==> src/hdl/uoec_cfg.svh <==
// constants and functional notes for the usb out endpoint configuration byte
// Functional notes
// bit meanings depend on type; this layout applies only while iso bit is clear
// firmware sets bit 7 to activate; endpoint serves host only while set
// firmware writes 1 to bit 6 to make the endpoint isochronous
// firmware keeps bit 6 at 0 for control, interrupt or bulk
// buffer manager inverts toggle bit 5 on a good out data stage
// with bit 4 set, successive packets alternate between x and y buffers
// firmware clears bit 4 to select single-buffer operation
// single-buffer mode places packets only in the x buffer
// expect data0 while toggle is 0, data1 while 1; mismatch keeps toggle
// stall bit 3 answers stall to all but control setup stages
// too much control write data sets stall and raises the interrupt; the code records the stall event only if stall bit 3 was clear
// firmware sets bit 2 to allow this endpoint's interrupt
`ifndef UOEC_CFG_SVH
`define UOEC_CFG_SVH
`define UOEC_ADDR_CNF 4'h0
`define UOEC_ADDR_STAT 4'h1
`define UOEC_ADDR_MASK 4'h2
`define UOEC_BIT_ACTIVE 7
`define UOEC_BIT_ISO 6
`define UOEC_BIT_TOGGLE 5
`define UOEC_BIT_DUAL 4
`define UOEC_BIT_STALL 3
`define UOEC_BIT_IRQ_ALLOW 2
`define UOEC_RST_CNF 8'h00
`define UOEC_RST_STAT 8'h00
`define UOEC_RST_MASK 8'h00
`define UOEC_EV_DONE 0
`define UOEC_EV_STALL 1
`define UOEC_EV_BADPID 2
`endif

==> src/hdl/uoec_pkg.sv <==
// types for the usb out endpoint configuration block
package uoec_pkg;
  typedef enum logic [1:0] {
    UOEC_HS_ACK = 2'h0,
    UOEC_HS_NAK = 2'h1,
    UOEC_HS_STALL = 2'h2,
    UOEC_HS_NONE = 2'h3
  } uoec_hs_t;
  typedef enum logic [1:0] {
    UOEC_STG_SETUP = 2'h0,
    UOEC_STG_DATA = 2'h1,
    UOEC_STG_STATUS = 2'h2
  } uoec_stage_t;
  typedef struct packed {
    logic valid;
    logic crc_ok;
    logic pid_data1;
    logic overrun;
    logic buf_free;
    uoec_stage_t stage;
  } uoec_pkt_t;
  typedef struct packed {
    logic valid;
    uoec_hs_t hs;
    logic store;
    logic use_y;
  } uoec_ans_t;
endpackage

==> src/hdl/uoec_top.sv <==
// usb out endpoint configuration byte with its buffer-manager update logic
//
// Chosen here: the address map and the strobed register port.
`timescale 1ns/100ps
`default_nettype none
`include "uoec_cfg.svh"
module uoec_top #(
  parameter int AW = 4
) (
  // clock and reset
  input wire logic clock_i,
  input wire logic rst_b_i,
  // register port
  input wire logic [AW-1:0] addr_i,
  input wire logic [7:0] wdata_i,
  input wire logic wr_i,
  input wire logic rd_i,
  output logic [7:0] rdata_o,
  // packet results from the serial engine
  input wire uoec_pkg::uoec_pkt_t pkt_i,
  // handshake answer and buffer choice
  output uoec_pkg::uoec_ans_t ans_o,
  // configuration view and interrupt
  output logic [7:0] cnf_o,
  output logic irq_o
);
  import uoec_pkg::*;

  ////////////////////////////////////////////////////////////////////////////
  // configuration byte
  logic [7:0] cnf_reg;
  logic [7:0] cnf_next;
  logic buf_y_reg;
  uoec_ans_t ans_reg;
  logic wr_cnf;
  logic wr_stat;
  logic wr_mask;
  logic [7:0] stat_w;
  logic [7:0] mask_w;

  wire active = cnf_reg[`UOEC_BIT_ACTIVE];
  wire iso = cnf_reg[`UOEC_BIT_ISO];
  wire tog = cnf_reg[`UOEC_BIT_TOGGLE];
  wire dual = cnf_reg[`UOEC_BIT_DUAL];
  wire stall = cnf_reg[`UOEC_BIT_STALL];
  wire irq_allow = cnf_reg[`UOEC_BIT_IRQ_ALLOW];
  // isochronous layout is handled elsewhere; this block stands aside then
  wire cib_mode = ~iso;
  wire take = pkt_i.valid & active & cib_mode;
  wire is_setup = pkt_i.stage == UOEC_STG_SETUP;
  wire pid_ok = pkt_i.pid_data1 == tog;
  wire good = pkt_i.crc_ok & ~pkt_i.overrun;
  wire overrun_ctl = take & pkt_i.overrun & ~is_setup;
  wire stalled = stall & ~is_setup;
  wire ok_data = take & ~stalled & good & pkt_i.buf_free & pid_ok;
  wire hw_stall = overrun_ctl & ~stall;

  function automatic uoec_hs_t pick_hs(input logic tk, input logic st, input logic ov,
                                       input logic gd, input logic fr);
    if (!tk) return UOEC_HS_NONE;
    else if (st || ov) return UOEC_HS_STALL;
    else if (!gd) return UOEC_HS_NONE;
    else if (!fr) return UOEC_HS_NAK;
    else return UOEC_HS_ACK;
  endfunction

  wire uoec_hs_t hs_w = pick_hs(take, stalled, overrun_ctl, good, pkt_i.buf_free);

  // toggle and stall updates beside firmware writes; hardware wins on a tie
  always_comb begin
    cnf_next = cnf_reg;
    if (wr_cnf) cnf_next = {wdata_i[7:2], 2'b00};
    if (ok_data) cnf_next[`UOEC_BIT_TOGGLE] = ~tog;
    if (overrun_ctl) cnf_next[`UOEC_BIT_STALL] = 1'b1;
  end

  always_ff @(posedge clock_i) begin
    if (!rst_b_i) cnf_reg <= `UOEC_RST_CNF;
    else cnf_reg <= cnf_next;
  end

  ////////////////////////////////////////////////////////////////////////////
  // buffer selection
  // a mismatched pid is acked but not stored, so the buffer does not advance
  wire store = ok_data;
  wire use_y = dual & buf_y_reg;
  always_ff @(posedge clock_i) begin
    if (!rst_b_i) buf_y_reg <= 1'b0;
    else if (!dual) buf_y_reg <= 1'b0;
    else if (store) buf_y_reg <= ~buf_y_reg;
  end

  always_ff @(posedge clock_i) begin
    if (!rst_b_i) ans_reg <= '{valid: 1'b0, hs: UOEC_HS_NONE, store: 1'b0, use_y: 1'b0};
    else ans_reg <= '{valid: take, hs: hs_w, store: store, use_y: use_y};
  end
  assign ans_o = ans_reg;
  assign cnf_o = cnf_reg;

  ////////////////////////////////////////////////////////////////////////////
  // software port and interrupt
  uoec_regbank #(.AW(AW)) u_regs (
    .clock_i(clock_i),
    .rst_b_i(rst_b_i),
    .addr_i(addr_i),
    .wdata_i(wdata_i),
    .wr_i(wr_i),
    .rd_i(rd_i),
    .rdata_o(rdata_o),
    .wr_cnf_o(wr_cnf),
    .wr_stat_o(wr_stat),
    .wr_mask_o(wr_mask),
    .cnf_i(cnf_reg),
    .stat_i(stat_w),
    .mask_i(mask_w)
  );

  // events reach the status only while the endpoint allows its interrupt
  wire [2:0] ev_w = {take & ~pid_ok & good & ~stalled,
                     hw_stall,
                     ok_data} & {3{irq_allow}};

  uoec_irq #(.NEV(3)) u_irq (
    .clock_i(clock_i),
    .rst_b_i(rst_b_i),
    .ev_i(ev_w),
    .wr_stat_i(wr_stat),
    .wr_mask_i(wr_mask),
    .wdata_i(wdata_i),
    .stat_o(stat_w),
    .mask_o(mask_w),
    .irq_o(irq_o)
  );

  ////////////////////////////////////////////////////////////////////////////
  // assertions
  AST_TOGGLE_FLIP: assert property (@(posedge clock_i) disable iff (!rst_b_i)
    ok_data && !wr_cnf |=> cnf_reg[`UOEC_BIT_TOGGLE] != $past(tog))
    else $error("toggle did not invert after good packet");
  AST_TOGGLE_HOLD: assert property (@(posedge clock_i) disable iff (!rst_b_i)
    take && !pid_ok && !wr_cnf |=> cnf_reg[`UOEC_BIT_TOGGLE] == $past(tog))
    else $error("toggle changed on pid mismatch");
  AST_SINGLE_X: assert property (@(posedge clock_i) disable iff (!rst_b_i)
    !dual |=> !ans_o.use_y)
    else $error("y buffer used in single mode");
  AST_DUAL_ALT: assert property (@(posedge clock_i) disable iff (!rst_b_i)
    store && dual ##1 dual |-> buf_y_reg != $past(buf_y_reg))
    else $error("buffers did not alternate");
  AST_STALL_ANS: assert property (@(posedge clock_i) disable iff (!rst_b_i)
    take && stall && !is_setup |=> ans_o.hs == UOEC_HS_STALL)
    else $error("stalled endpoint not answering stall");
  AST_SETUP_PASS: assert property (@(posedge clock_i) disable iff (!rst_b_i)
    take && is_setup && good && pkt_i.buf_free |=> ans_o.hs == UOEC_HS_ACK)
    else $error("setup stage refused");
  AST_HW_STALL: assert property (@(posedge clock_i) disable iff (!rst_b_i)
    overrun_ctl |=> cnf_reg[`UOEC_BIT_STALL])
    else $error("overrun did not set stall");
  AST_INACTIVE: assert property (@(posedge clock_i) disable iff (!rst_b_i)
    pkt_i.valid && (!active || iso) |=> !ans_o.valid && !ans_o.store)
    else $error("inactive endpoint answered");
  AST_IRQ: assert property (@(posedge clock_i) disable iff (!rst_b_i)
    hw_stall && irq_allow && mask_w[`UOEC_EV_STALL] && !wr_mask |=> irq_o)
    else $error("overrun interrupt missing");

  // reset state; the reset is synchronous, so these run without the disable
  AST_RST_CNF: assert property (@(posedge clock_i)
    !rst_b_i |=> cnf_reg == `UOEC_RST_CNF && !buf_y_reg)
    else $error("configuration not cleared by reset");
  AST_RST_ANS: assert property (@(posedge clock_i)
    !rst_b_i |=> !ans_o.valid && !ans_o.store && ans_o.hs == UOEC_HS_NONE)
    else $error("answer not idle after reset");
  AST_RST_IRQ: assert property (@(posedge clock_i)
    !rst_b_i |=>
    stat_w == `UOEC_RST_STAT && mask_w == `UOEC_RST_MASK && !irq_o)
    else $error("status, mask or interrupt not cleared by reset");

  // firmware-owned fields move only on a firmware write
  AST_SW_ACTIVE: assert property (@(posedge clock_i) disable iff (!rst_b_i)
    !wr_cnf |=> active == $past(active))
    else $error("enable bit changed without a write");
  AST_SW_ISO: assert property (@(posedge clock_i) disable iff (!rst_b_i)
    !wr_cnf |=> iso == $past(iso))
    else $error("type bit changed without a write");
  AST_SW_DUAL: assert property (@(posedge clock_i) disable iff (!rst_b_i)
    !wr_cnf |=> dual == $past(dual))
    else $error("double-buffer bit changed without a write");
  AST_SW_ALLOW: assert property (@(posedge clock_i) disable iff (!rst_b_i)
    !wr_cnf |=> irq_allow == $past(irq_allow))
    else $error("interrupt-allow bit changed without a write");
  AST_RESV_ZERO: assert property (@(posedge clock_i) disable iff (!rst_b_i)
    cnf_reg[1:0] == 2'b00)
    else $error("reserved bits not zero");
  AST_WR_CNF: assert property (@(posedge clock_i) disable iff (!rst_b_i)
    wr_cnf && !take |=> cnf_reg[7:2] == $past(wdata_i[7:2]))
    else $error("configuration write not taken");
  AST_HOLD: assert property (@(posedge clock_i) disable iff (!rst_b_i)
    !wr_cnf && !take |=> cnf_reg == $past(cnf_reg))
    else $error("configuration changed while idle");
  AST_ISO_HOLD: assert property (@(posedge clock_i) disable iff (!rst_b_i)
    iso && !wr_cnf |=> cnf_reg == $past(cnf_reg))
    else $error("hardware touched an isochronous configuration");

  // toggle moves only on a good packet or a firmware write
  AST_TOG_ONLY_GOOD: assert property (@(posedge clock_i) disable iff (!rst_b_i)
    !ok_data && !wr_cnf |=> tog == $past(tog))
    else $error("toggle changed without a good packet");
  AST_TOG_STALL: assert property (@(posedge clock_i) disable iff (!rst_b_i)
    take && stalled && !wr_cnf |=> tog == $past(tog))
    else $error("toggle changed on a stalled packet");
  AST_TOG_NAK: assert property (@(posedge clock_i) disable iff (!rst_b_i)
    take && !pkt_i.buf_free && !wr_cnf |=> tog == $past(tog))
    else $error("toggle changed on a refused packet");

  // handshake answer
  AST_ANS_VALID: assert property (@(posedge clock_i) disable iff (!rst_b_i)
    take |=> ans_o.valid)
    else $error("taken packet not answered");
  AST_ANS_IDLE: assert property (@(posedge clock_i) disable iff (!rst_b_i)
    !take |=>
    !ans_o.valid && !ans_o.store && ans_o.hs == UOEC_HS_NONE)
    else $error("answer without a taken packet");
  AST_ISO_NONE: assert property (@(posedge clock_i) disable iff (!rst_b_i)
    iso |=> ans_o.hs == UOEC_HS_NONE)
    else $error("handshake given in isochronous layout");
  AST_STORE_ACK: assert property (@(posedge clock_i) disable iff (!rst_b_i)
    ans_o.store |-> ans_o.hs == UOEC_HS_ACK && ans_o.valid)
    else $error("packet stored without ack");
  AST_STORE_PID: assert property (@(posedge clock_i) disable iff (!rst_b_i)
    take && !pid_ok |=> !ans_o.store)
    else $error("mismatched pid stored");
  AST_BAD_CRC: assert property (@(posedge clock_i) disable iff (!rst_b_i)
    take && !pkt_i.crc_ok && !stalled && !pkt_i.overrun |=>
    ans_o.hs == UOEC_HS_NONE)
    else $error("damaged packet answered");
  AST_NAK: assert property (@(posedge clock_i) disable iff (!rst_b_i)
    take && !stalled && good && !pkt_i.buf_free |=>
    ans_o.hs == UOEC_HS_NAK)
    else $error("busy buffer not answered with nak");
  AST_STALL_NOSTORE: assert property (@(posedge clock_i) disable iff (!rst_b_i)
    take && stalled |=> !ans_o.store)
    else $error("stalled packet stored");
  AST_SETUP_NOSTALL: assert property (@(posedge clock_i) disable iff (!rst_b_i)
    take && is_setup |=> ans_o.hs != UOEC_HS_STALL)
    else $error("setup stage stalled");
  AST_OVR_ANS: assert property (@(posedge clock_i) disable iff (!rst_b_i)
    overrun_ctl |=> ans_o.hs == UOEC_HS_STALL && !ans_o.store)
    else $error("overrun not answered with stall");

  // stall bit: firmware clears it, hardware only sets it
  AST_STALL_KEEP: assert property (@(posedge clock_i) disable iff (!rst_b_i)
    stall && !wr_cnf |=> cnf_reg[`UOEC_BIT_STALL])
    else $error("stall cleared by hardware");
  AST_STALL_SRC: assert property (@(posedge clock_i) disable iff (!rst_b_i)
    !stall && !overrun_ctl && !wr_cnf |=> !cnf_reg[`UOEC_BIT_STALL])
    else $error("stall set without a cause");

  // buffer choice
  AST_SINGLE_CLR: assert property (@(posedge clock_i) disable iff (!rst_b_i)
    !dual |=> !buf_y_reg)
    else $error("y pointer kept in single mode");
  AST_DUAL_HOLD: assert property (@(posedge clock_i) disable iff (!rst_b_i)
    dual && !store |=> buf_y_reg == $past(buf_y_reg))
    else $error("buffer pointer moved without a store");
  AST_USE_Y_DUAL: assert property (@(posedge clock_i) disable iff (!rst_b_i)
    ans_o.use_y |-> $past(dual))
    else $error("y buffer chosen outside double mode");
  AST_FIRST_X: assert property (@(posedge clock_i) disable iff (!rst_b_i)
    $rose(dual) |-> !buf_y_reg)
    else $error("double mode did not start on x");

  // events and interrupt
  AST_EV_BLOCK: assert property (@(posedge clock_i) disable iff (!rst_b_i)
    !irq_allow && !wr_stat |=> stat_w == $past(stat_w))
    else $error("event recorded while interrupt not allowed");
  AST_EV_DONE: assert property (@(posedge clock_i) disable iff (!rst_b_i)
    ok_data && irq_allow |=> stat_w[`UOEC_EV_DONE])
    else $error("good packet not recorded");
  AST_EV_BADPID: assert property (@(posedge clock_i) disable iff (!rst_b_i)
    take && !pid_ok && good && !stalled && irq_allow |=>
    stat_w[`UOEC_EV_BADPID])
    else $error("pid mismatch not recorded");
  AST_EV_STALL: assert property (@(posedge clock_i) disable iff (!rst_b_i)
    hw_stall && irq_allow |=> stat_w[`UOEC_EV_STALL])
    else $error("hardware stall not recorded");
  AST_IRQ_MASKED: assert property (@(posedge clock_i) disable iff (!rst_b_i)
    mask_w == 8'h00 |-> !irq_o)
    else $error("interrupt with every source masked");
  AST_IRQ_LOW: assert property (@(posedge clock_i) disable iff (!rst_b_i)
    stat_w == 8'h00 |-> !irq_o)
    else $error("interrupt with empty status");
  AST_RD_CNF: assert property (@(posedge clock_i) disable iff (!rst_b_i)
    rd_i && addr_i == AW'(`UOEC_ADDR_CNF) |=>
    rdata_o == $past(cnf_reg))
    else $error("configuration read returned wrong data");

  // per status bit: sticky until a written one, mask moves only on a write
  for (genvar i = 0; i < 3; i++) begin : g_sticky
    AST_STICKY: assert property (@(posedge clock_i) disable iff (!rst_b_i)
      stat_w[i] && !(wr_stat && wdata_i[i]) |=> stat_w[i])
      else $error("status bit lost without a clear");
    AST_MASK_HOLD: assert property (@(posedge clock_i) disable iff (!rst_b_i)
      !wr_mask |=> mask_w[i] == $past(mask_w[i]))
      else $error("mask bit changed without a write");
  end
endmodule
`default_nettype wire

==> src/hdl/uoec_regbank.sv <==
// software register port: address decode and one-cycle read data
`timescale 1ns/100ps
`default_nettype none
`include "uoec_cfg.svh"
module uoec_regbank #(
  parameter int AW = 4
) (
  // clock and reset
  input wire logic clock_i,
  input wire logic rst_b_i,
  // bus
  input wire logic [AW-1:0] addr_i,
  input wire logic [7:0] wdata_i,
  input wire logic wr_i,
  input wire logic rd_i,
  output logic [7:0] rdata_o,
  // decoded strobes and read sources
  output logic wr_cnf_o,
  output logic wr_stat_o,
  output logic wr_mask_o,
  input wire logic [7:0] cnf_i,
  input wire logic [7:0] stat_i,
  input wire logic [7:0] mask_i
);
  import uoec_pkg::*;
  logic [7:0] rdata_reg;
  wire sel_cnf = addr_i == AW'(`UOEC_ADDR_CNF);
  wire sel_stat = addr_i == AW'(`UOEC_ADDR_STAT);
  wire sel_mask = addr_i == AW'(`UOEC_ADDR_MASK);
  // unmapped addresses read as zero
  wire [7:0] rd_mux = sel_cnf ? cnf_i : sel_stat ? stat_i : sel_mask ? mask_i : 8'h00;
  assign wr_cnf_o = wr_i & sel_cnf;
  assign wr_stat_o = wr_i & sel_stat;
  assign wr_mask_o = wr_i & sel_mask;
  assign rdata_o = rdata_reg;
  always_ff @(posedge clock_i) begin
    if (!rst_b_i) rdata_reg <= 8'h00;
    else if (rd_i) rdata_reg <= rd_mux;
    else rdata_reg <= 8'h00;
  end
  initial begin
    if (AW < 2) $error("uoec_regbank: address too narrow");
  end
endmodule
`default_nettype wire

==> src/hdl/uoec_irq.sv <==
// sticky event status, write-one-to-clear, masked level interrupt
`timescale 1ns/100ps
`default_nettype none
`include "uoec_cfg.svh"
module uoec_irq #(
  parameter int NEV = 3
) (
  // clock and reset
  input wire logic clock_i,
  input wire logic rst_b_i,
  // events and software access
  input wire logic [NEV-1:0] ev_i,
  input wire logic wr_stat_i,
  input wire logic wr_mask_i,
  input wire logic [7:0] wdata_i,
  // state
  output logic [7:0] stat_o,
  output logic [7:0] mask_o,
  output logic irq_o
);
  import uoec_pkg::*;
  logic [NEV-1:0] stat_reg;
  logic [NEV-1:0] mask_reg;
  logic [NEV-1:0] stat_next;
  // set wins over a same-cycle write-one clear
  assign stat_next = (stat_reg & ~(wr_stat_i ? wdata_i[NEV-1:0] : '0)) | ev_i;
  always_ff @(posedge clock_i) begin
    if (!rst_b_i) begin
      stat_reg <= NEV'(`UOEC_RST_STAT);
      mask_reg <= NEV'(`UOEC_RST_MASK);
    end else begin
      stat_reg <= stat_next;
      if (wr_mask_i) mask_reg <= wdata_i[NEV-1:0];
    end
  end
  assign stat_o = 8'(stat_reg);
  assign mask_o = 8'(mask_reg);
  assign irq_o = |(stat_reg & mask_reg);
  initial begin
    if (NEV < 1 || NEV > 8) $error("uoec_irq: NEV must be 1..8");
  end
endmodule
`default_nettype wire

==> config.mk <==
export PLATFORM = sky130hd
export DESIGN_NAME = uoec_top
export DESIGN_NICKNAME = d
export VERILOG_FILES = /design/src/hdl/uoec_pkg.sv /design/src/hdl/uoec_top.sv /design/src/hdl/uoec_regbank.sv /design/src/hdl/uoec_irq.sv
export VERILOG_INCLUDE_DIRS = /design/src /design/src/hdl
export SDC_FILE = /design/constraint.sdc
export NUM_CORES = 1
export LEC_CHECK = 0
export ABC_AREA = 1
export ABC_CLOCK_PERIOD_IN_PS = 880
export BUFFER_PORTS_ARGS = -buffer_cell sky130_fd_sc_hd__buf_2
export CORE_AREA = 2 2 56 58
export CTS_CLUSTER_SIZE = 28
export DETAILED_ROUTE_END_ITERATION = 16
export DIE_AREA = 0 0 58 60
export PLACE_DENSITY = 0.82
export SYNTH_ARGS = -nofsm -noshare
export SYNTH_HDL_FRONTEND = slang
export SYNTH_SLANG_ARGS = --single-unit
==> constraint.sdc <==
create_clock -name clock_i -period 0.88 [get_ports clock_i]
set_input_delay 0.176 -clock clock_i [delete_from_list [all_inputs] [get_ports clock_i]]
set_output_delay 0.176 -clock clock_i [all_outputs]
set_load 0.02 [all_outputs]
# After elaboration in Yosys (flattened, before gate mapping)
# Cells that the tools add are included.
[totals]
regBits = 26
latch_bits = 0
mem_bits_ro = 0
output_inout_bits = 22
in_bits = 23
ram_bits = 0
n_memories = 0
word_cells = 72
[classes]
div = 0
n_reduce_logical = 11
addsub = 0
bitwise = 35
muxes = 10
eq_ne = 3
n_mul = 0
magnitude_cmp = 0
n_shift = 0
[ops]
columns = ["operator", "count"]
rows = [
  ["bitwise AND 1 bit", 18],
  ["2-to-1 mux 8 bit", 2],
  ["inverter 1 bit", 12],
  ["bitwise AND 3 bit", 3],
  ["2-to-1 mux 3 bit", 2],
  ["2-to-1 mux 6 bit", 1],
  ["AND reduction 2 bit", 3],
  ["2-to-1 mux 1 bit", 5],
  ["equality test 4 x 1 -> 1 bit (second input constant)", 1],
  ["equality test 4 x 2 -> 1 bit (second input constant)", 1],
  ["logical NOT 4 bit", 1],
  ["nonzero test 2 bit", 2],
  ["OR reduction 4 bit", 1],
  ["inverter 3 bit", 1],
  ["OR 3 bit", 1],
  ["OR reduction 3 bit", 1],
  ["logical NOT 2 bit", 1],
  ["OR reduction 2 bit", 1],
  ["equality test 1 bit", 1],
  ["logical OR 1 bit", 1],
]

# Depth between registers and ports, before layout
[depth]
word_depth = 10
ltp_mapped = 7
depth_no_buf = 7

# By module
# A second synthesis with hierarchy kept.
[unflattened]
hier_cells = 222
hier_area_um2 = 1501.4
[modules_own_cells]
columns = ["mod", "n_inst", "cells_each", "seq_area_each_um2", "area_per_inst_um2"]
rows = [
  ["uoec_regbank", 1, 96, 160.2, 609.3],
  ["uoec_top", 1, 82, 240.2, 583.1],
  ["uoec_irq", 1, 44, 120.1, 309.0],
]

# Worst setup path after synthesis
# Ideal clock, no wire load.
[synth_path]
path_kind = "register to register"
from = "reg cnf_reg[5] (netlist: cnf_o[5])"
to = "reg cnf_reg[5] (netlist: cnf_o[5])"
path_stages_with_launch = 8
t_arrival_ps = 1005
setup_time_ps = 112
setup_slack_ps = -236
synth_period_minus_slack_ps = 1116
required_time_ps = 768
n_path_buf = 0
path_cell_list = "dfxtp_1 inv_1 nand2_1 nand2_1 nand2_1 nor2_4 nor2_2 nor2_1"
[synth_between]
elab_chain_len = 3
elab_cells_between_ends = 5
classes_between = "1 x eq/ne; 1 x mux; 2 x bitwise; 1 x reduce/logical"
[synth_lines]
columns = ["item", "line_no", "text"]
rows = [
  ["start: declaration", "uoec_top.sv:31", "logic [7:0] cnf_reg;"],
  ["start signal: assignment", "uoec_top.sv:78", "if (!rst_b_i) cnf_reg <= `UOEC_RST_CNF;"],
  ["start signal: assignment", "uoec_top.sv:79", "else cnf_reg <= cnf_next;"],
  ["equality test 1 bit", "uoec_top.sv:51", "wire pid_ok = pkt_i.pid_data1 == tog;"],
  ["bitwise AND 1 bit", "uoec_top.sv:55", "wire ok_data = take & ~stalled & good & pkt_i.buf_free & pid_ok;"],
  ["2-to-1 mux 1 bit or nonzero test 2 bit (tied branches)", "n/a", ""],
]
# Parallel ways exist; a longest one is shown, timed or not.
# A chain may end at the register's enable or synchronous reset.

# Worst setup path after layout
[layout_path]
from = "reg cnf_reg[7] (netlist: cnf_o[7])"
to = "reg buf_y_reg"
[layout_between]
elab_chain_len = 6
[layout_lines]
columns = ["item", "line_no", "text"]
rows = [
  ["bitwise AND 1 bit (2 in series)", "uoec_top.sv:49", "wire take = pkt_i.valid & active & cib_mode;"],
  ["bitwise AND 1 bit (4 in series)", "uoec_top.sv:55", ""],
  ["end signal: assignment", "uoec_top.sv:90", "else if (store) buf_y_reg <= ~buf_y_reg;"],
  ["end: declaration", "uoec_top.sv:33", "logic buf_y_reg;"],
]
# No other way between the ends.

==> flow_summary.json <==
{
  "status": "complete, but fails checks",
  "violations": "setup timing",
  "yosys_warnings": 0,
  "synth_top_family_by_area": "simple AND/OR/NAND/NOR gates",
  "slew_violations": 0,
  "switching_share_pct": 24.32,
  "internal_power_mw": 1.760,
  "wl_per_cell_um": 12.70,
  "met2_usage_pct": 34.09,
  "antennaDiodeCount": 0,
  "finalNetCount": 249,
  "final_util_pct": 66.29,
  "fillCellCount": 217,
  "cts_buffer_depth": 2,
  "cts_tree": "yes",
  "die_h_um": 60,
  "fin_crit_sh_pct": 129.8,
  "period_needed_ns": 1.143,
  "grt_start_max_net_pins": 16,
  "p_switching_uw": 565.6,
  "hold_path.class": "input port to flop",
  "grt.overflow.total": 0,
  "worst_clock_skew_ns": 0.004854,
  "layout_common_cells": "28 x nand2_1, 27 x buf_6, 22 x dfxtp_2, 22 x buf_2, 18 x buf_4",
  "clkLatencyLatePin_ns": 0.34,
  "htree_levels": 1,
  "place.gp.congestion": 0.8670,
  "pre_cts_ws_ns": -0.1690,
  "grt_setup_unrepaired": "true",
  "power.density_nw_per_um2": 1208,
  "synth_cells": 157,
  "end_kind": "flop",
  "clockRootBuffer": "clkbuf_4",
  "setup_tns_ns": -4.374,
  "grt_pass1_vias": 1243,
  "setup_ws_ns": -0.2625,
  "pwr-share-seq_pct": 51.0,
  "synth-simple-area-share_pct": 36.88,
  "grtUsageMet1_pct": 22.74,
  "synth_seq_area_share_pct": 44.21,
  "dp_hpwl_um": 2124,
  "syn_area_per_cell_um2": 7.499,
  "rows": 20,
  "crit_start": "cnf_o[7]$_SDFFE_PN0P_",
  "ios": 45,
  "yosys.cell_types.count": 22,
  "vias": 1275,
  "holdWs_ns": 0.09417,
  "max_freq_mhz": 875.3,
  "synth_xor_area_share_pct": 0,
  "io_buffers": 42,
  "drv_cap": 0,
  "gr-max-usage-layer": "met2",
  "initialDrtViolationCount": 22,
  "core_area_um2": 2903,
  "whs_path_depth": 3,
  "syn_area_um2": 1177,
  "grt_pass1_wl_um": 5106,
  "ant_nets": 0,
  "crit_type": "flop to flop",
  "path_clk_slew_ns": 0.15,
  "grt_usage_pct": 19.37,
  "synth_compound_area_share_pct": 8.077,
  "total_power_mw": 2.325,
  "synthMuxAreaShare_pct": 0,
  "start_util_pct": 40.56,
  "critPathLaunchType": "flop",
  "critPathMaxFanout": 4,
  "die_w_um": 58,
  "min_from": "wdata_i[1]",
  "dr.pass1.iters": 4,
  "synth_fa_ha_area_share_pct": 0,
  "routed_via_density": 4.942,
  "required_ns": 1.17,
  "layout-drive-gt1-share_pct": 58.22,
  "clock_sinks": 26,
  "cp.arrival_ns": 1.43,
  "leakagePower_nw": 0.8822,
  "antenna_found_initial": 0,
  "largest_register_ff_count": 8,
  "setup_violations": 29,
  "vdd_drop_max_mv": 0.8505,
  "pwr-share-comb_pct": 12.3,
  "rr_startpoint": "cnf_o[7]$_SDFFE_PN0P_",
  "synthToLayoutAreaGrowth_pct": 63.44,
  "clkPwrFrac_pct": 36.7,
  "mostFrequentLayoutCell": "nand2_1",
  "wirelength_um": 3276,
  "use_met3_pct": 3.030,
  "numCtsBuffers": 3,
  "report.final.hold_viol_count": 0,
  "die-area_um2": 3480,
  "drc": 0,
  "ff2ff_path_depth": 7,
  "yosys_register_bits": 26
}
## final timing paths
path	endpoint	slack, ns
hold / removal	u_irq.mask_reg[1]$_SDFFE_PN0P_	0.09
setup reg to reg	buf_y_reg$_SDFFE_PN0P_	-0.26
setup / recovery	buf_y_reg$_SDFFE_PN0P_	-0.26
hold reg to reg	ans_o[0]$_SDFF_PN0_	0.48
## power by group through the flow
stage               clock [mW]  combinational (mW)  sequential (mW)
floorplan                    0               0.123             1.22
global placement             0               0.230             1.21
detailed placement           0               0.233             1.21
CTS                      0.842               0.263             1.19
global route             0.902               0.312             1.19
finish                   0.854               0.286             1.19
## critical path, cell delays in order, from the launching register on
cell	delay, ns
dfxtp_4	0.38
buf_6	0.10
nand2_4	0.05
nor2_4	0.17
nand2_4	0.08
nor2_4	0.16
nor2_1	0.06
nor2_1	0.09
## cell usage after synthesis
master | n | area [um2]
nand2_1 | 36 | 135.1
a21oi_1 | 12 | 60.06
nor2_4 | 2 | 22.52
buf_4 | 2 | 15.01
conb_1 | 1 | 3.750
nand2_2 | 4 | 25.02
and3_1 | 1 | 6.260
nand3_1 | 13 | 65.06
nand4_1 | 6 | 37.54
inv_2 | 3 | 11.26
dfxtp_1 | 26 | 520.5
nor2_8 | 1 | 20.02
clkbuf_8 | 1 | 13.76
o21ai_1 | 5 | 25.02
inv_1 | 17 | 63.81
nand3_4 | 2 | 35.03
clkinv_4 | 1 | 8.760
nor2_1 | 17 | 63.81
nor3_1 | 1 | 5.000
nor2_2 | 3 | 18.77
buf_6 | 1 | 11.26
o21ai_0 | 2 | 10.01
## what timing repair did
item | 4_1_cts | 5_1_grt
endpoints found under the setup margin | 28 | 31
gates resized for setup | 74 | 17
setup buffers | 6 | 5
pin swaps | 15 | 12
hold buffers | 0 | 0
endpoints found under the hold margin | 0 | 0
## layer usage
metal  up-vias  share of wire [%]
li1        637                  -
met4         0                2.8
met3         8                5.2
met2        40                 52
met5         -                  0
met1       590                 40
## area by class of cell
type / count / area, um2 / share of cell area, %
Multi-Input combinational cell: 107 / 635.6 / 33.03
Sequential cell: 26 / 559.3 / 29.06
Timing Repair Buffer: 67 / 549.3 / 28.54
Inverter: 21 / 86.33 / 4.486
Tap cell: 33 / 41.29 / 2.146
Clock inverter: 1 / 30.03 / 1.560
Clock buffer: 3 / 22.52 / 1.170
## cell families (layout without fill, tap and decap cells)
kind of cell / count (synthesis) / count (layout)
AND/OR/NAND/NOR: 86 / 86
AO/OA/AOI/OAI: 19 / 19
buffers and inverters: 25 / 92
flip-flops: 26 / 26
other: 1 / 2
## through the flow
step | cell area (um2) | std cells
3_3_place_gp | 1518 | 243
3_5_place_dp | 1518 | 243
4_1_cts | 1824 | 253
6_report | 1924 | 258
5_1_grt | 1924 | 258
2_1_floorplan | 1201 | 158
No activity file was read; power rests on OpenSTA's default activity.
